$ cat config.mk
export PLATFORM = sky130hd
export DESIGN_NAME = tws_slave_tx
export DESIGN_NICKNAME = d
export VERILOG_FILES = /design/src/logic/tws_pkg.sv /design/src/logic/tws_slave_tx.sv
export SDC_FILE = /design/constraint.sdc
export NUM_CORES = 1
export LEC_CHECK = 0
export BUFFER_PORTS_ARGS = -buffer_cell sky130_fd_sc_hd__clkbuf_2
export CORE_MARGIN = 5
export CORE_UTILIZATION = 40
export CTS_CLUSTER_SIZE = 8
export DETAILED_ROUTE_END_ITERATION = 16
export SYNTH_ARGS = -nofsm -noshare
export SYNTH_HDL_FRONTEND = slang
export SYNTH_SLANG_ARGS = --single-unit
$ cat constraint.sdc
create_clock -name CLK -period 2.2 [get_ports CLK]
set_clock_uncertainty 0.05 [all_clocks]
set_input_delay 0.44 -clock CLK [delete_from_list [all_inputs] [get_ports CLK]]
set_output_delay 0.44 -clock CLK [all_outputs]
set_load 0.03 [all_outputs]
$ cat src/logic/tws_pkg.sv
// Package for the two-wire slave transmitter: register map, fields, status codes, types
package tws_pkg;
    localparam logic [11:0] ADDR_OWN    = 12'h000;
    localparam logic [11:0] ADDR_CTRL   = 12'h004;
    localparam logic [11:0] ADDR_STATUS = 12'h008;
    localparam logic [11:0] ADDR_DATA   = 12'h00C;
    localparam logic [11:0] ADDR_IRQ_ST = 12'h010;
    localparam logic [11:0] ADDR_IRQ_MK = 12'h014;

    localparam int CTL_INT  = 7;
    localparam int CTL_ACK  = 6;
    localparam int CTL_STA  = 5;
    localparam int CTL_STO  = 4;
    localparam int CTL_WCOL = 3;
    localparam int CTL_EN   = 2;
    localparam int CTL_IE   = 0;
    localparam logic [7:0] CTL_WMASK = 8'h75;

    localparam logic [7:0] OWN_RESET  = 8'h00;
    localparam logic [7:0] CTL_RESET  = 8'h00;
    localparam logic [7:0] DATA_RESET = 8'hFF;
    localparam logic [7:0] GC_ADDR    = 8'h00;

    localparam logic [7:0] ST_SLA_R   = 8'hA8;
    localparam logic [7:0] ST_ARB_R   = 8'hB0;
    localparam logic [7:0] ST_DATA_A  = 8'hB8;
    localparam logic [7:0] ST_DATA_N  = 8'hC0;
    localparam logic [7:0] ST_LAST_A  = 8'hC8;
    localparam logic [7:0] ST_IDLE    = 8'hF8;
    localparam logic [7:0] ST_BUSERR  = 8'h00;

    localparam int IRQ_FLAG   = 0;
    localparam int IRQ_BUSERR = 1;
    localparam int IRQ_WAKE   = 2;
    localparam int IRQ_W      = 3;

    typedef enum logic [2:0] {
        PH_IDLE, PH_ADDR, PH_ADDR_ACK, PH_TX, PH_TX_ACK, PH_IGNORE
    } tws_phase_e;

    // Bus pin group: sampled scl and sda inputs
    typedef struct packed {
        logic scl;
        logic sda;
    } tws_lines_s;
endpackage

$ cat src/logic/tws_slave_tx.sv
// Two-wire slave transmitter with APB register access and level interrupt
`timescale 1ns/100ps
module tws_slave_tx
    import tws_pkg::*;
(
    input  wire logic        CLK,
    input  wire logic        RST_B,
    input  wire logic        PSEL,
    input  wire logic        PENABLE,
    input  wire logic        PWRITE,
    input  wire logic [11:0] PADDR,
    input  wire logic [31:0] PWDATA,
    output logic [31:0]      PRDATA,
    output logic             PREADY,
    output logic             PSLVERR,
    input  wire logic        SCL_IN,
    input  wire logic        SDA_IN,
    output logic             SCL_OUT,
    output logic             SCL_OE,
    output logic             SDA_OUT,
    output logic             SDA_OE,
    input  wire logic        ARB_LOST,
    input  wire logic        SLEEP_DEEP,
    output logic             WAKE_REQ,
    output logic             START_REQ,
    output logic             IRQ
);
    // Synchronisers
    tws_lines_s s1_q, s2_q, s3_q;
    always_ff @(posedge CLK or negedge RST_B) begin
        if (!RST_B) begin
            s1_q <= '1;
            s2_q <= '1;
            s3_q <= '1;
        end else begin
            s1_q <= '{scl: SCL_IN, sda: SDA_IN};
            s2_q <= s1_q;
            s3_q <= s2_q;
        end
    end

    wire scl_rise = s2_q.scl & ~s3_q.scl;
    wire scl_fall = ~s2_q.scl & s3_q.scl;
    wire start_c  = s2_q.scl & s3_q.scl & ~s2_q.sda & s3_q.sda;
    wire stop_c   = s2_q.scl & s3_q.scl & s2_q.sda & ~s3_q.sda;

    // Registers
    logic [7:0]       own_q, ctl_q, data_q, stat_q, sh_q;
    logic [IRQ_W-1:0] irq_st_q, irq_mk_q;
    tws_phase_e       ph_q;
    logic [3:0]       bit_q;
    logic             last_q, busy_q, sda_drv_q, ack_pend_q, start_pend_q, wake_q;
    logic             hold_q;

    wire wr    = PSEL & PENABLE & PWRITE;
    wire rd_en = PSEL & ~PWRITE;
    wire hit_own  = PADDR == ADDR_OWN;
    wire hit_ctl  = PADDR == ADDR_CTRL;
    wire hit_stat = PADDR == ADDR_STATUS;
    wire hit_data = PADDR == ADDR_DATA;
    wire hit_ist  = PADDR == ADDR_IRQ_ST;
    wire hit_imk  = PADDR == ADDR_IRQ_MK;
    wire hit_any  = hit_own | hit_ctl | hit_stat | hit_data | hit_ist | hit_imk;

    wire flag     = ctl_q[CTL_INT];
    wire ack_en   = ctl_q[CTL_ACK];
    wire enabled  = ctl_q[CTL_EN];
    // Clearing the flag: write one to its bit
    wire flag_clr = wr & hit_ctl & PWDATA[CTL_INT];
    wire data_wr  = wr & hit_data;

    wire own_hit  = sh_q[7:1] == own_q[7:1];
    wire gc_hit   = own_q[0] & (sh_q == GC_ADDR);
    wire addr_ok  = enabled & ack_en & sh_q[0] & (own_hit | gc_hit);

    // Hardware events that raise the interrupt flag
    logic       ev_set;
    logic [7:0] ev_code;
    logic       buserr;
    assign buserr = (start_c | stop_c) & (ph_q == PH_TX || ph_q == PH_TX_ACK) & (bit_q != 4'h0);
    // After a master ack the ninth fall is already gone, so load while the clock is low
    wire ack_go = (ph_q == PH_ADDR_ACK) ? scl_fall : ~s2_q.scl;

    // Phase sequencer
    always_ff @(posedge CLK or negedge RST_B) begin
        if (!RST_B) begin
            ph_q       <= PH_IDLE;
            bit_q      <= 4'h0;
            sh_q       <= 8'h00;
            last_q     <= 1'b0;
            busy_q     <= 1'b0;
            sda_drv_q  <= 1'b0;
            ack_pend_q <= 1'b0;
            hold_q     <= 1'b0;
            ev_set     <= 1'b0;
            ev_code    <= ST_IDLE;
        end else begin
            ev_set <= 1'b0;
            hold_q <= (ph_q == PH_TX_ACK);
            if (stop_c)
                busy_q <= 1'b0;
            else if (start_c)
                busy_q <= 1'b1;
            if (buserr) begin
                ev_set    <= 1'b1;
                ev_code   <= ST_BUSERR;
                ph_q      <= PH_IGNORE;
                sda_drv_q <= 1'b0;
            end else if (start_c) begin
                ph_q      <= enabled ? PH_ADDR : PH_IGNORE;
                bit_q     <= 4'h0;
                sda_drv_q <= 1'b0;
            end else if (stop_c) begin
                ph_q      <= PH_IDLE;
                sda_drv_q <= 1'b0;
            end else begin
                case (ph_q)
                    PH_ADDR: begin
                        if (scl_rise) begin
                            sh_q  <= {sh_q[6:0], s2_q.sda};
                            bit_q <= bit_q + 4'h1;
                        end
                        if (scl_fall && bit_q == 4'h8) begin
                            if (addr_ok) begin
                                sda_drv_q <= 1'b1;
                                ph_q      <= PH_ADDR_ACK;
                                ev_set    <= 1'b1;
                                ev_code   <= ARB_LOST ? ST_ARB_R : ST_SLA_R;
                            end else begin
                                // Write direction and general call belong to receive logic
                                ph_q <= PH_IGNORE;
                            end
                        end
                    end
                    PH_ADDR_ACK, PH_TX_ACK: begin
                        if (!flag && !ack_pend_q && ack_go) begin
                            ph_q      <= PH_TX;
                            bit_q     <= 4'h0;
                            sh_q      <= data_q;
                            // last byte when acknowledge is off
                            last_q    <= ~ack_en;
                            sda_drv_q <= ~data_q[7];
                        end
                        ack_pend_q <= 1'b0;
                    end
                    PH_TX: begin
                        if (scl_fall) begin
                            bit_q <= bit_q + 4'h1;
                            sh_q  <= {sh_q[6:0], 1'b1};
                            sda_drv_q <= (bit_q == 4'h7) ? 1'b0 : ~sh_q[6];
                        end
                        if (scl_rise && bit_q == 4'h8) begin
                            ev_set <= 1'b1;
                            if (s2_q.sda) begin
                                ev_code <= ST_DATA_N;
                                ph_q    <= PH_IGNORE;
                            end else if (last_q) begin
                                ev_code <= ST_LAST_A;
                                ph_q    <= PH_IGNORE;
                            end else begin
                                ev_code    <= ST_DATA_A;
                                ph_q       <= PH_TX_ACK;
                                ack_pend_q <= 1'b1;
                            end
                        end
                    end
                    // all ones to a master reading on
                    PH_IGNORE: sda_drv_q <= 1'b0;
                    PH_IDLE:   sda_drv_q <= 1'b0;
                    default:   ph_q <= PH_IDLE;
                endcase
            end
        end
    end

    // Control, status and data registers
    wire [7:0] ctl_wr = (ctl_q & ~CTL_WMASK) | (PWDATA[7:0] & CTL_WMASK);
    always_ff @(posedge CLK or negedge RST_B) begin
        if (!RST_B) begin
            own_q        <= OWN_RESET;
            ctl_q        <= CTL_RESET;
            data_q       <= DATA_RESET;
            stat_q       <= ST_IDLE;
            start_pend_q <= 1'b0;
            wake_q       <= 1'b0;
        end else begin
            if (wr && hit_own)
                own_q <= PWDATA[7:0];
            if (wr && hit_ctl)
                ctl_q <= {ctl_q[CTL_INT] & ~PWDATA[CTL_INT], ctl_wr[6:0]};
            // Set wins over clear in the same cycle
            if (ev_set) begin
                ctl_q[CTL_INT] <= 1'b1;
                stat_q         <= ev_code;
            end else if (flag_clr) begin
                stat_q <= ST_IDLE;
                if (stat_q == ST_BUSERR)
                    ctl_q[CTL_STO] <= 1'b0;
                if ((stat_q == ST_DATA_N || stat_q == ST_LAST_A) && PWDATA[CTL_STA])
                    start_pend_q <= 1'b1;
            end
            if (start_pend_q && !busy_q)
                start_pend_q <= 1'b0;
            // Data writes while the flag is low collide
            if (data_wr) begin
                if (flag)
                    data_q <= PWDATA[7:0];
                else
                    ctl_q[CTL_WCOL] <= 1'b1;
            end
            // wake on any flag event but a bus error in deep sleep
            if (ev_set && SLEEP_DEEP && ev_code != ST_BUSERR)
                wake_q <= 1'b1;
            else if (flag_clr)
                wake_q <= 1'b0;
        end
    end

    // Interrupt status and mask
    wire [IRQ_W-1:0] irq_ev = {ev_set & SLEEP_DEEP, ev_set & (ev_code == ST_BUSERR), ev_set};
    always_ff @(posedge CLK or negedge RST_B) begin
        if (!RST_B) begin
            irq_st_q <= '0;
            irq_mk_q <= '0;
        end else begin
            irq_st_q <= irq_ev | (irq_st_q & ~((wr && hit_ist) ? PWDATA[IRQ_W-1:0] : '0));
            if (wr && hit_imk)
                irq_mk_q <= PWDATA[IRQ_W-1:0];
        end
    end

    // Read data
    logic [31:0] rd_q;
    always_ff @(posedge CLK or negedge RST_B) begin
        if (!RST_B)
            rd_q <= 32'h0000_0000;
        else if (rd_en && !PENABLE)
            rd_q <= hit_own  ? {24'h0, own_q} :
                    hit_ctl  ? {24'h0, ctl_q} :
                    hit_stat ? {24'h0, stat_q} :
                    hit_data ? {24'h0, data_q} :
                    hit_ist  ? {29'h0, irq_st_q} :
                    hit_imk  ? {29'h0, irq_mk_q} : 32'h0000_0000;
    end

    assign PRDATA  = rd_q;
    assign PREADY  = 1'b1;
    assign PSLVERR = PSEL & PENABLE & ~hit_any;

    // stretch bus clock
    // Held one cycle past a load from PH_TX_ACK so the first data bit settles before release
    wire stretch = ~s2_q.scl & ((flag & (ph_q == PH_ADDR_ACK)) | (ph_q == PH_TX_ACK) | hold_q);
    assign SCL_OUT   = 1'b0;
    assign SCL_OE    = stretch;
    assign SDA_OUT   = 1'b0;
    assign SDA_OE    = sda_drv_q;
    assign WAKE_REQ  = wake_q;
    assign START_REQ = start_pend_q & ~busy_q;
    assign IRQ       = |(irq_st_q & irq_mk_q) | (flag & ctl_q[CTL_IE]);
endmodule // tws_slave_tx

==> run metrics, run 1 <==
Die X=~110 um; PnR worst setup slack=about 28 ps; DRT Wirelength=between 10000 and 15000 um; Final Setup Violations=0; CP arrival=roughly 2400 ps; leakage dissipation=approximately 2.3 nW; hpwl dp=7690 um; Compound-Gate Fraction of Synth Area=~15%; leading area contributor after synthesis=dfrtp_1; Starting Density=41.0%; # rows=37; reg2reg end=ev_code[6]$_DFFE_PN1P_; Synth top area share=30.8%; drt pass-1 iters=4; die area=around 0.013 mm^2; Via Count=~3.2k; Initial DRC Count=roughly 180; Ant. Diodes=0; worst r2r src=bit_q[0]$_DFFE_PN0P_; outcome=completed; drt via density=between 5 and 6; post-synthesis mux area share=a little over an eighth; Buffers & Inverters on Critical Path=1; DRC=0; Worst-Skew Late Latency=360 ps; placed cells=about 590; Hold Fails Final Rpt=0; Synth Area per Inst=roughly 11 um^2; Core Util, Final=~48%; Post-Syn Area=0.00423 mm^2; core area=approximately 0.010 mm^2; Overall Power=around 0.0045 W; ANT nets after route=0; FF-to-FF setup slack=around 28 ps; crit path cell chain=inv_1 > ha_2 > nand3b_1 > or3b_1 > or4_4 > a21oi_4 > mux2i_1; post-synthesis simple-gate area fraction=about 16%; Synth Warn #=0; gr ovfl total=0; number of max-cap violations=0; WP data required=roughly 2400 ps; post-synthesis cell count=~400; largest family of logic cells by synthesized area=simple AND/OR/NAND/NOR gates; Post-Synth XOR/XNOR Area=under 10%; hold slack final=~120 ps; clock tree sinks=between 70 and 80; synthesized-area fraction occupied by adder cells=less than 1%; Clock transition at path regs=80 ps; kind of critical path=flop to flop; die height=~110 um; routability congestion estimate from global placement=between 0.8 and 0.9; worst-margin pin slew=roughly 520 ps; initial antenna violation count=0; min Tclk post-route=2170 ps; WL/cell=around 17 um; Crit-path slowest cell=or4_4; CTS tree=built; top post-synthesis cells by area=dfrtp_1 31%, dfstp_2 15%, buf_4 4.8%; first-pass GRT wire length=roughly 17000 um; worst hold path class=input pin to flop; CP max stage delay=about 440 ps; Post-Place Setup Slack=-144 ps; Max clock buf depth=2; Seq/Total Area, Yosys=approximately 46%; Final nets=~520; CTS H-tree lvls=3; Hold Crit Depth=1; Finished Layout Cells=about 600; startpoint types=flop; Global Route Usage Sum=16.3%; RSZ-0062 raised after global routing=yes; hold_sp=SDA_IN; ys async rst share=between 90% and 100%; Worst Hold Path EP=s1_q[0]$_DFF_PN1_; CP max FO=6; root buffer cell=clkbuf_8; Max VDD drop=approximately 0.00067 V; Top delay family on crit path=simple AND/OR/NAND/NOR gates; Most used DFF post-synth=dfrtp_1; Netlist cell types=76; FMAX=around 460 MHz; period utilisation layout=a little over nine tenths; synthesized flop and latch total=between 70 and 80; I/O pin cnt=94; pwr dens=~920 mW/mm^2; Relative slew margins=65.4%; vias in the first global route=approximately 3.1k; Worst Setup End Kind=flop; Num CTS Buffers=9; final count of pins violating max slew=0; EDFF count, synth=0; buffers added on ports=42; Reg2Reg Depth=7; share of cells above drive strength 1=approximately a third; largest net degree at the start of global routing=between 60 and 70; Area growth syn-to-layout=16.3%
[flip-flops by register name (all words and copies together), names as in the netlist, 2 cells and up]
signal,count
sh_q,8
s2_q,2
ev_code,5
bit_q,4
ctl_q,7
irq_mk_q,3
own_q,8
PRDATA,8
s3_q,2
stat_q,5
ph_q,3
irq_st_q,3
s1_q,2
data_q,8
[power by group]
group / total, W / internal (W) / switching [W] / leakage (nW)
combinational: 0.00157 / 0.000707 / 0.000864 / 1.22
clock: 0.00106 / 0.000524 / 0.000533 / 0.0927
sequential: 0.00188 / 0.00166 / 0.000220 / 0.943
total: 0.00451 / 0.00289 / 0.00162 / 2.25
[synthesized netlist by cell type (all sizes together) (5+ instances only)]
master,count
nand3,5
dfrtp,52
nor3,6
a21oi,13
buf,33
nor2,22
mux2i,14
o21ai,24
nand2b,5
dfstp,24
mux2,25
xnor2,8
or3b,5
mux4,5
clkbuf,13
inv,12
nand4,5
a31oi,6
nand2,45
[worst max-delay path by stage]
stage | start | to | slack [ps] | cells past startpoint
global placement | PADDR[9] | start_pend_q$_DFFE_PN0P_ | -40 | 6
detailed placement | PADDR[9] | start_pend_q$_DFFE_PN0P_ | -140 | 6
global route | bit_q[1]$_DFFE_PN0P_ | ev_code[3]$_DFFE_PN1P_ | -80 | 7
CTS | ph_q[1]$_DFFE_PN0P_ | SCL_OE | 10 | 6
floorplan | ph_q[1]$_DFFE_PN0P_ | SCL_OE | 80 | 7
finish | bit_q[0]$_DFFE_PN0P_ | ev_code[6]$_DFFE_PN1P_ | 30 | 7
[layout make-up]
| class | count | area, um^2 |
|---|---|---|
| clock buffer | 10 | 128 |
| clock inverter | 6 | 63.8 |
| fill | 973 | 5410 |
| inverter | 12 | 45.0 |
| multi-input combinational | 293 | 2100 |
| sequential | 76 | 1930 |
| tap | 136 | 170 |
| timing repair buffer | 74 | 480 |
[layer usage]
layer / share of wire, % / up-vias / global-route usage [%]
met5: 0 / - / 0
met4: 0.73 / 0 / 3.04
met3: 5.3 / 7 / 3.96
met2: 49 / 74 / 26.3
met1: 45 / 1575 / 22.5
li1: - / 1528 / -
[stage by stage]
stage	area [um^2]	TNS, ps
global placement	4660	-36.0
detailed placement	4660	-1350
finish	4920	0
global route	4920	-292
floorplan	4320	0
CTS	4870	0
[layout by cell type (no fill, tap or decap), types with 3 or more instances in the layout]
master / instances
buf_4: 30
a22o_1: 4
nor2_1: 22
a21oi_1: 12
nor3b_1: 3
o21ai_0: 24
nand2_1: 45
a31oi_1: 6
dfrtp_1: 51
nand4_1: 4
nor2b_1: 3
dfstp_2: 24
mux2i_1: 14
conb_1: 27
o41ai_1: 4
mux2_4: 8
nor3_1: 6
clkbuf_2: 41
xnor2_1: 8
inv_1: 12
nand3_1: 5
or3b_2: 3
mux2_2: 17
o22a_2: 3
nand3b_1: 4
nand2b_1: 5
clkbuf_8: 9
o31ai_1: 3
mux4_2: 5
[kinds of logic (layout without fill, tap and decap cells)]
| logic type | count (synthesis) | in the layout |
|---|---|---|
| XOR/XNOR | 8 | 8 |
| buffers and inverters | 58 | 102 |
| AO/OA/AOI/OAI | 89 | 89 |
| AND/OR/NAND/NOR | 123 | 123 |
| multiplexers | 44 | 44 |
| other | 2 | 27 |
| adder cells (fa/ha/maj) | 2 | 2 |
| flip-flops | 76 | 76 |
[repair_timing]
action                                  CTS  global route
resized for setup                         1             7
hold endpoints to repair                 13             0
pin swaps                                 1             5
endpoints found under the setup margin    4            11
buffers inserted                          0             1
gates cloned                              0             0
hold buffers                              1             0
No activity file was read; power rests on OpenSTA's default activity.
==> run 2: changes to the inputs <==
--- a/config.mk
+++ b/config.mk
@@ -8,8 +8,10 @@
 export BUFFER_PORTS_ARGS = -buffer_cell sky130_fd_sc_hd__clkbuf_2
 export CORE_MARGIN = 5
 export CORE_UTILIZATION = 40
+export CTS_BUF_LIST = sky130_fd_sc_hd__clkbuf_8
 export CTS_CLUSTER_SIZE = 8
 export DETAILED_ROUTE_END_ITERATION = 16
+export MAX_ROUTING_LAYER = met4
 export SYNTH_ARGS = -nofsm -noshare
 export SYNTH_HDL_FRONTEND = slang
 export SYNTH_SLANG_ARGS = --single-unit
==> run metrics, run 2 (synthesis gave the netlist of run 1 again) <==
outcome=completed; most frequent cells in the layout=51 x dfrtp_1, 45 x nand2_1, 40 x clkbuf_2; kind of critical path=flop to flop; Num CTS Buffers=9; commonest non-fill, non-tap cell in the layout=dfrtp_1; Reg2Reg Depth=7; CTS tree=built; I/O pin cnt=94; worst-margin pin slew=536 ps; Global Route Usage Sum=between 10% and 20%; drt pass-1 iters=4; vias in the first global route=approximately 3.1k; Relative slew margins=64.3%; die area=0.0127 mm^2; Hold Fails Final Rpt=0; pwr dens=between 900 and 1000 mW/mm^2; worst r2r src=bit_q[1]$_DFFE_PN0P_; Filler cells=approximately 1.0k; Overall Power=around 0.0048 W; FMAX=roughly 460 MHz; Final nets=~530; leakage dissipation=roughly 2.3 nW; drt via density=roughly 5.1; Die X=roughly 110 um; worst setup path endpoint=ev_code[6]$_DFFE_PN1P_; Max VDD drop=about 0.00072 V; period utilisation layout=~100%; min Tclk post-route=between 2000 and 2500 ps; Initial DRC Count=175; first-pass GRT wire length=between 15000 and 20000 um; DRC=0; ANT nets after route=0; Max clock buf depth=2; hpwl dp=7730 um; gr ovfl total=0; number of max-cap violations=0; CTS H-tree lvls=3; Via Count=between 3k and 4k; startpoint types=flop; Worst-Skew Late Latency=between 300 and 400 ps; # rows=37; Area growth syn-to-layout=18.4%; FF-to-FF setup slack=30 ps; final count of pins violating max slew=0; DRT Wirelength=between 10000 and 15000 um; Starting Density=between 40% and 50%; initial antenna violation count=0; Clock transition at path regs=80 ps; WL/cell=~17 um; largest net degree at the start of global routing=40; share of cells above drive strength 1=a little under two fifths; Worst Setup SP=bit_q[1]$_DFFE_PN0P_; clock tree sinks=76; Final Setup Violations=0; die height=113 um; routability congestion estimate from global placement=0.854; hold slack final=13.7 ps; Core Util, Final=between 40% and 50%; Ant. Diodes=0; buffers added on ports=42; RSZ-0062 raised after global routing=yes; CP arrival=between 2000 and 2500 ps; worst hold path class=input pin to asynchronous set/reset pin; CTS Hold Buffers Added=0; WP data required=about 2400 ps; Worst Setup End Kind=flop; CP max FO=6; core area=between 0.01 and 0.015 mm^2; root buffer cell=clkbuf_8; reg2reg end=ev_code[6]$_DFFE_PN1P_
run 2: worst min-delay path by stage:
stage	startpoint	slack (ps)	to	depth (start not counted)
2_1_floorplan	RST_B	90	PRDATA[0]$_DFFE_PN0P_	0
3_3_place_gp	s1_q[0]$_DFF_PN1_	300	s2_q[0]$_DFF_PN1_	0
3_5_place_dp	s1_q[0]$_DFF_PN1_	300	s2_q[0]$_DFF_PN1_	0
4_1_cts	RST_B	10	PRDATA[6]$_DFFE_PN0P_	1
5_1_grt	RST_B	40	sh_q[2]$_DFFE_PN0P_	1
6_report	RST_B	10	sh_q[2]$_DFFE_PN0P_	1
run 2: layout make-up:
type	instances	area (um^2)	share of cell area, %
multi-input combinational	293	2110	42.2
sequential	76	1930	38.6
timing repair buffer	79	518	10.4
tap	136	170	3.40
clock buffer	11	151	3.02
clock inverter	5	76.3	1.53
inverter	12	45.0	0.900
run 2: critical path: stages, from the launching register on:
cell	delay, ps
dfrtp_1	390
inv_1	60
ha_2	170
nand3b_1	100
or3b_1	370
or4_4	430
a21oi_4	290
mux2i_1	240
run 2: routing by layer:
metal  up-vias  global-route usage, %  routed length [um]  part of all wire [%]
met4         0                   4.49                  95                  0.93
met5         -                      -                   0                     0
met3         7                   3.69                 427                   4.2
met1      1540                   22.9                4800                    47
met2        66                   25.9                4930                    48
li1       1534                      -                   -                     -
run 2: per-stage QoR:
stage / setup TNS, ps / worst slack [ps] / instances / area, um^2
CTS: 0 / 1.75 / 610 / 4940
floorplan: 0 / 76.6 / 427 / 4320
detailed placement: -630 / -147 / 592 / 4690
global route: -539 / -103 / 612 / 5000
global placement: -82.0 / -50.8 / 592 / 4690
finish: 0 / 25.8 / 612 / 5000
run 2: where the power goes:
part | leakage, nW | internal, W | switching, W
Sequential | 0.943 | 0.00166 | 0.000216
Combinational | 1.24 | 0.000772 | 0.000900
Clock | 0.122 | 0.000696 | 0.000519
Total | 2.31 | 0.00313 | 0.00163
run 2: what timing repair did:
action | CTS | global route
pin swaps | 2 | 7
buffers inserted | 2 | 2
endpoints found under the setup margin | 5 | 11
resized for setup | 6 | 9
